File: config.mk
export PLATFORM = sky130hd
export DESIGN_NAME = mil_irq_logic
export DESIGN_NICKNAME = d
export VERILOG_FILES = /design/src/mil_pkg.sv /design/src/mil_irq_logic.sv
export VERILOG_INCLUDE_DIRS = /design/src
export SDC_FILE = /design/constraint.sdc
export NUM_CORES = 1
export LEC_CHECK = 0
export ABC_AREA = 1
export ABC_CLOCK_PERIOD_IN_PS = 3870
export BUFFER_PORTS_ARGS = -buffer_cell sky130_fd_sc_hd__buf_2
export CORE_UTILIZATION = 39
export DETAILED_ROUTE_END_ITERATION = 8
export PLACE_DENSITY = 0.71
export RECOVER_POWER = 25
export SYNTH_ARGS = -nofsm -noshare
export SYNTH_HDL_FRONTEND = slang
export SYNTH_SLANG_ARGS = --single-unit
File: constraint.sdc
create_clock -name core_clk -period 3.87 [get_ports core_clk]
set_clock_uncertainty 0.2 [all_clocks]
set_input_delay 0.9675 -clock core_clk [delete_from_list [all_inputs] [get_ports core_clk]]
set_output_delay 0.9675 -clock core_clk [all_outputs]
set_load 0.005 [all_outputs]
File: src/mil_cfg.svh
// Constants for the interrupt logic block
`ifndef MIL_CFG_SVH
`define MIL_CFG_SVH
`define MIL_ADDR_CTRL      4'h0
`define MIL_ADDR_OPTION    4'h1
`define MIL_ADDR_STATUS    4'h2
`define MIL_ADDR_EEFLAG    4'h3
`define MIL_BIT_PORT_FLAG  0
`define MIL_BIT_EXT_FLAG   1
`define MIL_BIT_TMR_FLAG   2
`define MIL_BIT_PORT_EN    3
`define MIL_BIT_EXT_EN     4
`define MIL_BIT_TMR_EN     5
`define MIL_BIT_PERIPH_EN  6
`define MIL_BIT_GLOBAL_EN  7
`define MIL_BIT_EDGE_SEL   6
`define MIL_CTRL_RESET     8'h00
`define MIL_OPTION_RESET   8'hFF
`define MIL_VECTOR         13'h0004
`define MIL_LAT_CYCLES     2'h3
`endif

File: src/mil_pkg.sv
// Types for the interrupt logic block
package mil_pkg;
   typedef struct packed {
      logic       ext_pin;
      logic       timer_wrap;
      logic [3:0] upper_port;
      logic       ee_done;
   } mil_src_t;
   typedef struct packed {
      logic [3:0] addr;
      logic [7:0] wdata;
      logic       wr;
      logic       rd;
   } mil_bus_t;
   typedef enum logic [2:0] {
      MIL_RUN   = 3'b001,
      MIL_WAIT  = 3'b010,
      MIL_SLEEP = 3'b100
   } mil_state_t;
endpackage : mil_pkg

File: src/mil_irq_logic.sv
// Interrupt flags, enables, vectoring and wake control
`timescale 1ns/10ps
`default_nettype none
`include "mil_cfg.svh"
module mil_irq_logic #(
   parameter int PC_W = 13
) (
   input  wire logic          core_clk,
   input  wire logic          reset_n,
   input  wire logic          clk_en,
   input  wire mil_pkg::mil_bus_t bus,
   output logic [7:0]         rdata_ff,
   input  wire mil_pkg::mil_src_t src,
   input  wire logic          return_from_irq_instr,
   input  wire logic          sleep_instr,
   input  wire logic [PC_W-1:0] next_pc,
   output logic               irq_req_ff,
   output logic               vector_load_ff,
   output logic [PC_W-1:0]    vector_pc_ff,
   output logic               stack_push_ff,
   output logic [PC_W-1:0]    push_pc_ff,
   output logic               asleep_ff,
   output logic               wake_ff
);
   // ==============================================================
   // Elaboration check
   // Vector 0004h needs at least three counter bits
   if (PC_W < 3) begin : g_pc_width_check
      $error("PC_W too small for vector");
   end
   // ==============================================================
   // Registers and event detection
   logic [7:0] irq_control_reg;
   logic       global_en_ff;
   logic [3:0] irq_enables_ff;
   logic       ext_flag_ff;
   logic       timer_flag_ff;
   logic       port_flag_ff;
   logic       ctrl_write;
   logic       prime_ff;
   logic [7:0] option_ff;
   logic       ee_flag_ff;
   logic       ext_irq_pin_ff;
   logic [3:0] upper_io_port_ff;
   logic [1:0] lat_cnt_ff;
   mil_pkg::mil_state_t state_ff;
   logic       ext_edge;
   logic       port_chg;
   logic       pending;
   logic       wake_cond;
   logic       accept;
   logic       ext_edge_select;
   logic       global_irq_enable;
   localparam logic [7:0] CTRL_RST = `MIL_CTRL_RESET;

   assign ext_edge_select   = option_ff[`MIL_BIT_EDGE_SEL];
   assign global_irq_enable = global_en_ff;
   assign ctrl_write        = bus.wr && (bus.addr == `MIL_ADDR_CTRL);
   // Control register view, bit 7 down to bit 0
   assign irq_control_reg   = {global_en_ff, irq_enables_ff, timer_flag_ff, ext_flag_ff,
                               port_flag_ff};
   // No edge is taken from the first sample after reset: it has no history
   assign ext_edge = prime_ff & (ext_edge_select ? (src.ext_pin & ~ext_irq_pin_ff)
                                                 : (~src.ext_pin & ext_irq_pin_ff));
   assign port_chg = prime_ff & (|(src.upper_port ^ upper_io_port_ff));
   // A source wakes or requests only with its own enable set
   assign wake_cond =
        (ext_flag_ff   & irq_control_reg[`MIL_BIT_EXT_EN])
      | (timer_flag_ff & irq_control_reg[`MIL_BIT_TMR_EN])
      | (port_flag_ff  & irq_control_reg[`MIL_BIT_PORT_EN])
      | (ee_flag_ff    & irq_control_reg[`MIL_BIT_PERIPH_EN]);
   assign pending = wake_cond & global_irq_enable;
   assign accept  = (state_ff == mil_pkg::MIL_WAIT) && (lat_cnt_ff == 2'h0)
                    && pending;

   always_ff @(posedge core_clk) begin
      if (!reset_n) begin
         prime_ff         <= 1'b0;
         ext_irq_pin_ff   <= 1'b0;
         upper_io_port_ff <= 4'h0;
      end else if (clk_en) begin
         prime_ff         <= 1'b1;
         ext_irq_pin_ff   <= src.ext_pin;
         upper_io_port_ff <= src.upper_port;
      end
   end

   // ==============================================================
   // Control register: one process per field, hardware set wins over write
   // Global enable: accept beats return, return beats a plain write
   always_ff @(posedge core_clk) begin
      if (!reset_n) begin
         global_en_ff <= CTRL_RST[`MIL_BIT_GLOBAL_EN];
      end else if (clk_en) begin
         if (accept) begin
            global_en_ff <= 1'b0;
         end else if (return_from_irq_instr) begin
            global_en_ff <= 1'b1;
         end else if (ctrl_write) begin
            global_en_ff <= bus.wdata[`MIL_BIT_GLOBAL_EN];
         end
      end
   end

   // Individual enables change only by software
   always_ff @(posedge core_clk) begin
      if (!reset_n) begin
         irq_enables_ff <= CTRL_RST[`MIL_BIT_PERIPH_EN:`MIL_BIT_PORT_EN];
      end else if (clk_en && ctrl_write) begin
         irq_enables_ff <= bus.wdata[`MIL_BIT_PERIPH_EN:`MIL_BIT_PORT_EN];
      end
   end

   // Pin flag
   always_ff @(posedge core_clk) begin
      if (!reset_n) begin
         ext_flag_ff <= CTRL_RST[`MIL_BIT_EXT_FLAG];
      end else if (clk_en) begin
         if (ext_edge) begin
            ext_flag_ff <= 1'b1;
         end else if (ctrl_write) begin
            ext_flag_ff <= bus.wdata[`MIL_BIT_EXT_FLAG];
         end
      end
   end

   // Timer flag
   always_ff @(posedge core_clk) begin
      if (!reset_n) begin
         timer_flag_ff <= CTRL_RST[`MIL_BIT_TMR_FLAG];
      end else if (clk_en) begin
         if (src.timer_wrap) begin
            timer_flag_ff <= 1'b1;
         end else if (ctrl_write) begin
            timer_flag_ff <= bus.wdata[`MIL_BIT_TMR_FLAG];
         end
      end
   end

   // Port change flag
   always_ff @(posedge core_clk) begin
      if (!reset_n) begin
         port_flag_ff <= CTRL_RST[`MIL_BIT_PORT_FLAG];
      end else if (clk_en) begin
         if (port_chg) begin
            port_flag_ff <= 1'b1;
         end else if (ctrl_write) begin
            port_flag_ff <= bus.wdata[`MIL_BIT_PORT_FLAG];
         end
      end
   end

   always_ff @(posedge core_clk) begin
      if (!reset_n) begin
         option_ff <= `MIL_OPTION_RESET;
      end else if (clk_en && bus.wr && bus.addr == `MIL_ADDR_OPTION) begin
         option_ff <= bus.wdata;
      end
   end

   always_ff @(posedge core_clk) begin
      if (!reset_n) begin
         ee_flag_ff <= 1'b0;
      end else if (clk_en) begin
         if (src.ee_done) begin
            ee_flag_ff <= 1'b1;
         end else if (bus.wr && bus.addr == `MIL_ADDR_EEFLAG) begin
            ee_flag_ff <= bus.wdata[0];
         end
      end
   end

   // ==============================================================
   // Read port
   always_ff @(posedge core_clk) begin
      if (!reset_n) begin
         rdata_ff <= 8'h00;
      end else if (clk_en) begin
         if (bus.rd) begin
            unique case (bus.addr)
               `MIL_ADDR_CTRL:   rdata_ff <= irq_control_reg;
               `MIL_ADDR_OPTION: rdata_ff <= option_ff;
               `MIL_ADDR_STATUS: rdata_ff <= {6'h00, asleep_ff, irq_req_ff};
               `MIL_ADDR_EEFLAG: rdata_ff <= {7'h00, ee_flag_ff};
               default:          rdata_ff <= 8'h00;
            endcase
         end else begin
            rdata_ff <= 8'h00;
         end
      end
   end

   // ==============================================================
   // Sequencer: latency count, sleep and vectoring
   always_ff @(posedge core_clk) begin
      if (!reset_n) begin
         state_ff       <= mil_pkg::MIL_RUN;
         lat_cnt_ff     <= 2'h0;
         irq_req_ff     <= 1'b0;
         vector_load_ff <= 1'b0;
         vector_pc_ff   <= '0;
         stack_push_ff  <= 1'b0;
         push_pc_ff     <= '0;
         asleep_ff      <= 1'b0;
         wake_ff        <= 1'b0;
      end else if (clk_en) begin
         vector_load_ff <= 1'b0;
         stack_push_ff  <= 1'b0;
         wake_ff        <= 1'b0;
         irq_req_ff     <= pending;
         unique case (state_ff)
            mil_pkg::MIL_RUN: begin
               if (sleep_instr && !wake_cond) begin
                  state_ff  <= mil_pkg::MIL_SLEEP;
                  asleep_ff <= 1'b1;
               end else if (pending) begin
                  state_ff   <= mil_pkg::MIL_WAIT;
                  lat_cnt_ff <= `MIL_LAT_CYCLES - 2'h1;
               end
            end
            mil_pkg::MIL_WAIT: begin
               if (!pending) begin
                  state_ff <= mil_pkg::MIL_RUN;
               end else if (lat_cnt_ff != 2'h0) begin
                  lat_cnt_ff <= lat_cnt_ff - 2'h1;
               end else begin
                  state_ff       <= mil_pkg::MIL_RUN;
                  stack_push_ff  <= 1'b1;
                  push_pc_ff     <= next_pc;
                  vector_load_ff <= 1'b1;
                  vector_pc_ff   <= PC_W'(`MIL_VECTOR);
               end
            end
            mil_pkg::MIL_SLEEP: begin
               if (wake_cond) begin
                  state_ff  <= mil_pkg::MIL_RUN;
                  asleep_ff <= 1'b0;
                  wake_ff   <= 1'b1;
               end
            end
         endcase
      end
   end
endmodule : mil_irq_logic
`default_nettype wire

; ---- Word-level counts from Yosys, hierarchy flattened
; Cells that the tools add are included.
[totals]
input_bits = 39
ff_bits = 54
word_cells = 112
[classes]
n_reduce_logical = 29
eq_ne = 14
add_sub_neg = 1
n_mux = 33
bitwise = 16
[op_table]
columns = operator, n
row1 = $pmux W8 S4, 1
row2 = $mux W1, 19
row3 = $mux W3, 5
row4 = $reduce_bool A2 Y1, 7
row5 = $reduce_and A4 Y1, 3
row6 = $ne A2 B2 Y1 const B, 5
row7 = $reduce_and A2 Y1, 5
row8 = $and A1 B1 Y1, 9
row9 = $pmux W3 S3, 1
row10 = $eq A4 B2 Y1 const B, 2
row11 = $logic_and A1 B1 Y1, 8
row12 = $mux W2, 4
row13 = $mux W8, 1
row14 = $ne A3 B3 Y1 const B, 2
row15 = $reduce_and A6 Y1, 1
row16 = $eq A4 B1 Y1 const B, 1
row17 = $logic_not A4 Y1, 1
row18 = $pmux W2 S2, 1
row19 = $reduce_or A4 Y1, 1
row20 = $xor A4 B4 Y4, 1
row21 = $eq A3 B1 Y1 const B, 1
row22 = $eq A3 B2 Y1 const B, 1
row23 = $eq A3 B3 Y1 const B, 1
row24 = $not A1 Y1, 3
row25 = other kinds (7), 9

; ---- Depth between registers and ports, before layout
; Gate-level depths: netlist (run 1).
[logic_depth]
word_depth = 8
ltp_mapped = 10
depth_no_buf = 10

; ---- Least setup slack after synthesis (run 1)
; No wires, ideal clock.
[synth_path]
path_kind = input port to flip-flop
start = input port bus[13] (netlist name)
end = register ext_flag_ff
path_slack_ps = 1843
cell_stages = 9
t_arrival_ps = 1717
required_ps = 3560
cell_sequence = nor2_8 nand3_4 nor2_4 inv_2 buf_6 nand2_1 nand3_1 nand2_1 inv_1
[synth_between]
elab_chain_len = 4
[synth_lines]
columns = element, line_no
row1 = "start, declared", mil_irq_logic.sv:11  ; input wire mil_pkg::mil_bus_t bus,
row2 = $logic_not A4 Y1, --
row3 = $logic_and A1 B1 Y1, mil_irq_logic.sv:58  ; assign ctrl_write = bus.wr && (bus.addr == `MIL_ADDR_CTRL);
row4 = $reduce_bool A2 Y1 (no line), --
row5 = $reduce_and A2 Y1 (no line), --
row6 = "end signal, assigned", mil_irq_logic.sv:117  ; ext_flag_ff <= CTRL_RST[`MIL_BIT_EXT_FLAG];
row7 = "end signal, assigned", mil_irq_logic.sv:122  ; ext_flag_ff <= bus.wdata[`MIL_BIT_EXT_FLAG];
row8 = "end, declared", mil_irq_logic.sv:36  ; logic ext_flag_ff;
; Every way passes these cells.
; A chain may end at the register's enable or synchronous reset.

; ---- Worst setup path in the final report (run 1)
[layout_path]
start = input port clk_en
end = register port_flag_ff
[layout_between]
elab_chain_len = 1
[layout_lines]
columns = element, line_no
row1 = "start, declared", mil_irq_logic.sv:10  ; input wire logic clk_en,
row2 = $reduce_and A2 Y1 (no line), --
row3 = "end signal, assigned", mil_irq_logic.sv:143  ; port_flag_ff <= CTRL_RST[`MIL_BIT_PORT_FLAG];
row4 = "end signal, assigned", mil_irq_logic.sv:148  ; port_flag_ff <= bus.wdata[`MIL_BIT_PORT_FLAG];
row5 = "end, declared", mil_irq_logic.sv:38  ; logic port_flag_ff;
; Every way passes these cells.

==> flow_summary.json, run 1 <==
{
  "grt_pass1_wl_um": 9580,
  "rsz0062_at_grt": "false",
  "required_ps": 3870,
  "hp-class": "reg2reg",
  "finalHoldViolCount": 0,
  "clockPowerShare_pct": 35.4,
  "initial_utilization_pct": 40.1,
  "cap_violations": 0,
  "clk_pin_slew_ps": 100,
  "tritoncts": "done",
  "drive_gt1_share_pct": 29.7,
  "p_int_uw": 804,
  "ant_nets": 0,
  "nets": 433,
  "p_per_area_nw_per_um2": 347,
  "num-fill-cells": 677,
  "drc": 1,
  "end_kind": "flop",
  "finalSetupViolCount": 0,
  "grt_overflow": 0,
  "clock_sinks": 54,
  "core.rowCount": 30,
  "dp_hpwl_um": 4300,
  "cts_setup_buffers": 0,
  "insertedDiodeCount": 0,
  "period_share_pct": 65.8,
  "clkLatencyLatePin_ps": 310,
  "cp_data_arrival_time_ps": 2550,
  "grt_pass1_vias": 2065,
  "power_frac_seq_pct": 54.1,
  "area.growth.synth_to_final_pct": 13.8,
  "wirelength_um": 5840,
  "port_buffers": 65,
  "p_leak_uw": 0.00139,
  "yosysWarnings": 0,
  "violations": "design-rule violations",
  "dieArea_um2": 7280,
  "switching_share_pct": 24.9,
  "drtPass1Iterations": 6,
  "vias_per_cell": 4.84,
  "synth.avg_cell_area_um2": 8.08,
  "peakVddDrop_uv": 207,
  "die_h_um": 85.3,
  "drt_iter0_drc": 126,
  "critPathLaunchType": "primary input",
  "r2r_setup_slack_ps": 2060,
  "post-route-min-period_ps": 2550,
  "mostFrequentLayoutCells": "60 x buf_2, 57 x nand2_1, 54 x dfxtp_1, 33 x a21oi_1, 27 x inv_1",
  "final_common_cell": "buf_2",
  "p_switching_uw": 266,
  "core_area_um2": 6760,
  "syn_area_um2": 2710,
  "worstMarginPinSlew_ps": 1070,
  "cts-htree-levels": 2,
  "place_congestion": 0.815,
  "chipWidth_um": 85.3,
  "cts_buffer_depth": 2,
  "ios": 78,
  "fmax_mhz": 393,
  "tns_ps": 0,
  "grt_max_degree": 30,
  "synth-seq-cells": 54,
  "drv_slew": 0,
  "syn_inst": 335,
  "root_buffer": "clkbuf_8",
  "cts_buffers": 5,
  "vias": 2294,
  "post_cts_resized": 0,
  "track_usage_pct": 16.4,
  "ys_seq_area_share_pct": 39.9,
  "outcome": "finished, violations left",
  "power_uw": 1070,
  "cp_max_fo": 18,
  "slew_headroom_pct": 28.8,
  "combinationalPowerShare_pct": 10.4,
  "wl_per_cell_um": 12.3,
  "synth_cell_types": 35,
  "antenna_found_initial": 0,
  "hold_buffers": 0,
  "critPathKind": "in2reg"
}
-- metal layers --
layer	global-route usage (%)	vias up	share of wire, %
li1	-	1196	-
met1	22.4	1041	48
met2	26.5	55	47
met3	3.50	2	4.3
met4	3.94	0	0.36
met5	0	-	0
-- cell usage after synthesis (all sizes together) --
| master | instances | area share [%] |
|---|---|---|
| a211oi | 1 | 0.28 |
| a21oi | 45 | 11 |
| and2 | 2 | 0.46 |
| and3 | 1 | 0.23 |
| buf | 24 | 7.1 |
| clkbuf | 3 | 0.46 |
| conb | 1 | 0.14 |
| dfxtp | 54 | 40 |
| ha | 1 | 0.46 |
| inv | 33 | 4.8 |
| nand2 | 70 | 12 |
| nand3 | 27 | 7.9 |
| nand3b | 1 | 0.74 |
| nand4 | 11 | 2.5 |
| nor2 | 26 | 5.5 |
| nor3 | 2 | 0.37 |
| o21ai | 22 | 4.1 |
| o22ai | 7 | 1.6 |
| xnor2 | 4 | 1.3 |
-- metrics by stage --
stage | setup slack [ps] | util [%] | hold WS (ps) | instance area, um2 | instances
finish | 1320 | 45.6 | 268 | 3080 | 474
global route | 1150 | 45.6 | 282 | 3080 | 474
CTS | 1460 | 45.8 | 270 | 3100 | 474
detailed placement | 1130 | 44.2 | 256 | 2990 | 466
global placement | 1160 | 44.2 | 254 | 2990 | 466
floorplan | 1840 | - | 242 | 2750 | 346
-- cells by family after synthesis --
kind of cell | count (synthesis) | synth area share [%]
xor gates and xnor gates | 4 | 1.29
and+or+nand+nor | 140 | 29.4
DFF | 54 | 39.9
other | 1 | 0.138
buffers and inverters | 60 | 12.3
adders and majority gates | 1 | 0.462
AOI/OAI and AO/OA | 75 | 16.5
-- registers in the layout (all words and copies together) (netlist names) --
| register | cells |
|---|---|
| ee_flag_ff | 1 |
| irq_enables_ff | 4 |
| prime_ff | 1 |
| ext_flag_ff | 1 |
| vector_pc_ff | 1 |
| push_pc_ff | 13 |
| lat_cnt_ff | 2 |
| timer_flag_ff | 1 |
| irq_req_ff | 1 |
| stack_push_ff | 1 |
| rdata_ff | 8 |
| upper_io_port_ff | 4 |
| state_ff | 3 |
| asleep_ff | 1 |
| ext_irq_pin_ff | 1 |
| wake_ff | 1 |
| port_flag_ff | 1 |
| global_en_ff | 1 |
| option_ff | 8 |
-- power groups by stage --
stage               Combinational (uW)  Clock, uW  Sequential [uW]
global route                       126        411              582
detailed placement                 113          0              592
floorplan                         79.8          0              590
finish                             111        379              579
global placement                   110          0              592
CTS                                113        390              579
-- final cells by class --
type | count | area [um2] | area share (%)
clock buffers | 6 | 72.6 | 2.35
clock inverters | 2 | 37.5 | 1.22
multi-input cells | 232 | 1330 | 43.1
flip-flops and latches | 54 | 1080 | 35.1
well taps | 80 | 100 | 3.25
inverters | 33 | 129 | 4.18
repair buffers | 67 | 334 | 10.8
-- final timing paths --
check	from	end	cells past startpoint
worst min-delay path	rdata_ff[0]	rdata_ff[0]	2
worst min register to register	rdata_ff[0]	rdata_ff[0]	2
worst max register to register	ext_flag_ff	global_en_ff	10
worst max-delay path	clk_en	port_flag_ff	7
-- critical path, stage by stage --
cell and delay, ps:
clkbuf_1 550, nand2_1 350, nor2_4 200, inv_2 110
nor2_1 110, a21oi_1 70, and2_1 180
Note: power is estimated with default switching activity, not from simulation.
==> inputs of run 2 (changes only) <==
Settings changed: ABC_CLOCK_PERIOD_IN_PS 3870 to 2300, PLACE_DENSITY 0.71 to 0.73.
Clock period 3.87 ns to 2.3 ns, I/O delays scaled along.
==> flow_summary.json, run 2 (same netlist as run 1, synthesis figures left out) <==
{
  "postLayoutCellArea_um2": 3100,
  "vias": 2339,
  "grt_pass1_wl_um": 9880,
  "chipWidth_um": 85.3,
  "end_kind": "flop",
  "grt_max_degree": 20,
  "tns_ps": 0,
  "largest-register": "push_pc_ff",
  "worstMarginPinSlew_ps": 865,
  "die_h_um": 85.3,
  "dieArea_um2": 7280,
  "p_per_area_nw_per_um2": 583,
  "clk_pin_slew_ps": 100,
  "slew_headroom_pct": 42.4,
  "wl_per_cell_um": 12.7,
  "vias_per_cell": 4.90,
  "outcome": "complete, no violations",
  "clkLatencyLatePin_ps": 320,
  "dp_hpwl_um": 4440,
  "finalSetupViolCount": 0,
  "wirelength_um": 6060,
  "cts_buffer_depth": 2,
  "hold_buffers": 0,
  "largest_register_ff_count": 13,
  "cts-htree-levels": 2,
  "critPathLaunchType": "flop",
  "grt_overflow": 0,
  "root_buffer": "clkbuf_8",
  "drv_slew": 0,
  "clock_sinks": 54,
  "drt_iter0_drc": 141,
  "core.rowCount": 30,
  "nets": 436,
  "area.growth.synth_to_final_pct": 14.6,
  "initial_utilization_pct": 40.1,
  "drtPass1Iterations": 4,
  "post-route-min-period_ps": 1940,
  "finalHoldViolCount": 0,
  "fmax_mhz": 517,
  "hp-class": "reg2reg",
  "core_area_um2": 6760,
  "required_ps": 2350,
  "cp_max_fo": 17,
  "tritoncts": "done",
  "cp_data_arrival_time_ps": 1990,
  "place_congestion": 0.865,
  "grt_pass1_vias": 2169,
  "track_usage_pct": 17.1,
  "period_share_pct": 84.1,
  "cap_violations": 0,
  "critPathKind": "reg2reg",
  "drive_gt1_share_pct": 30.7,
  "p_leak_uw": 0.00141,
  "peakVddDrop_uv": 402,
  "final_common_cell": "buf_2",
  "antenna_found_initial": 0,
  "drc": 0,
  "mostFrequentLayoutCells": "62 x buf_2, 58 x nand2_1, 54 x dfxtp_1, 33 x a21oi_1, 27 x inv_1",
  "post_cts_resized": 0,
  "insertedDiodeCount": 0,
  "num-fill-cells": 701,
  "ios": 78,
  "reg_top3": "push_pc_ff x13, option_ff x8, rdata_ff x8",
  "ant_nets": 0,
  "cts_buffers": 5,
  "placed_area_um2": 3010,
  "cts_setup_buffers": 0,
  "port_buffers": 65,
  "rsz0062_at_grt": "false"
}
run 2: changes by cell type in the layout (fill, tap and decap cells not counted):
| cell | before | now |
|---|---|---|
| clkbuf_1 | 6 | 5 |
| nand3_1 | 15 | 14 |
| nand3_2 | 10 | 11 |
| nand2_1 | 57 | 58 |
| nor2_1 | 22 | 21 |
| buf_4 | 2 | 4 |
| nand2_4 | 4 | 3 |
| buf_2 | 60 | 62 |
| nor2_2 | 0 | 1 |
run 2: path summary, 6_finish.rpt:
path	start	end	slack (ps)	depth (start not counted)
max reg2reg	ee_flag_ff	global_en_ff	360	10
min	rdata_ff[0]	rdata_ff[0]	270	2
max	ee_flag_ff	global_en_ff	360	10
min reg2reg	rdata_ff[0]	rdata_ff[0]	270	2
run 2: critical path, stage by stage (launching register included):
cell,delay (ps)
dfxtp_1,390
nand2_1,60
nand2_1,100
inv_2,50
nand2_1,150
nand2_4,100
nor2_8,270
nand2_4,240
nand3_1,140
nand2_1,70
nor2_1,100
run 2: report_power, final:
group	leakage (uW)	switching, uW	internal (uW)
combinational	0.000918	121	72.2
clock	0.0000514	315	325
sequential	0.000439	17.7	958
total	0.00141	454	1350
run 2: routing by layer:
layer	up-vias	wire length, um	share of wire [%]	global-route usage (%)
met4	0	144	2.4	7.58
met3	12	325	5.4	3.31
met1	1056	2860	47	22.8
met5	-	0	0	0
met2	72	2730	45	26.9
li1	1199	-	-	-
run 2: final cells by class:
type	count	area, um2	area share [%]
Clock buffer	6	72.6	2.34
Clock inverter	2	37.5	1.21
Inverter	33	129	4.15
Multi-Input combinational cell	232	1330	42.8
Sequential cell	54	1080	34.8
Tap cell	80	100	3.23
Timing Repair Buffer	70	355	11.5
run 2: stage by stage:
step                power [uW]  utilization [%]  hold slack (ps)  std cells  worst slack, ps
floorplan                 1130                -              242        346              666
global placement          1190             44.5              246        469              350
detailed placement        1190             44.5              255        469              317
CTS                       1840             46.1              271        477              443
global route              1890             45.9              288        477              213
finish                    1810             45.9              268        477              365
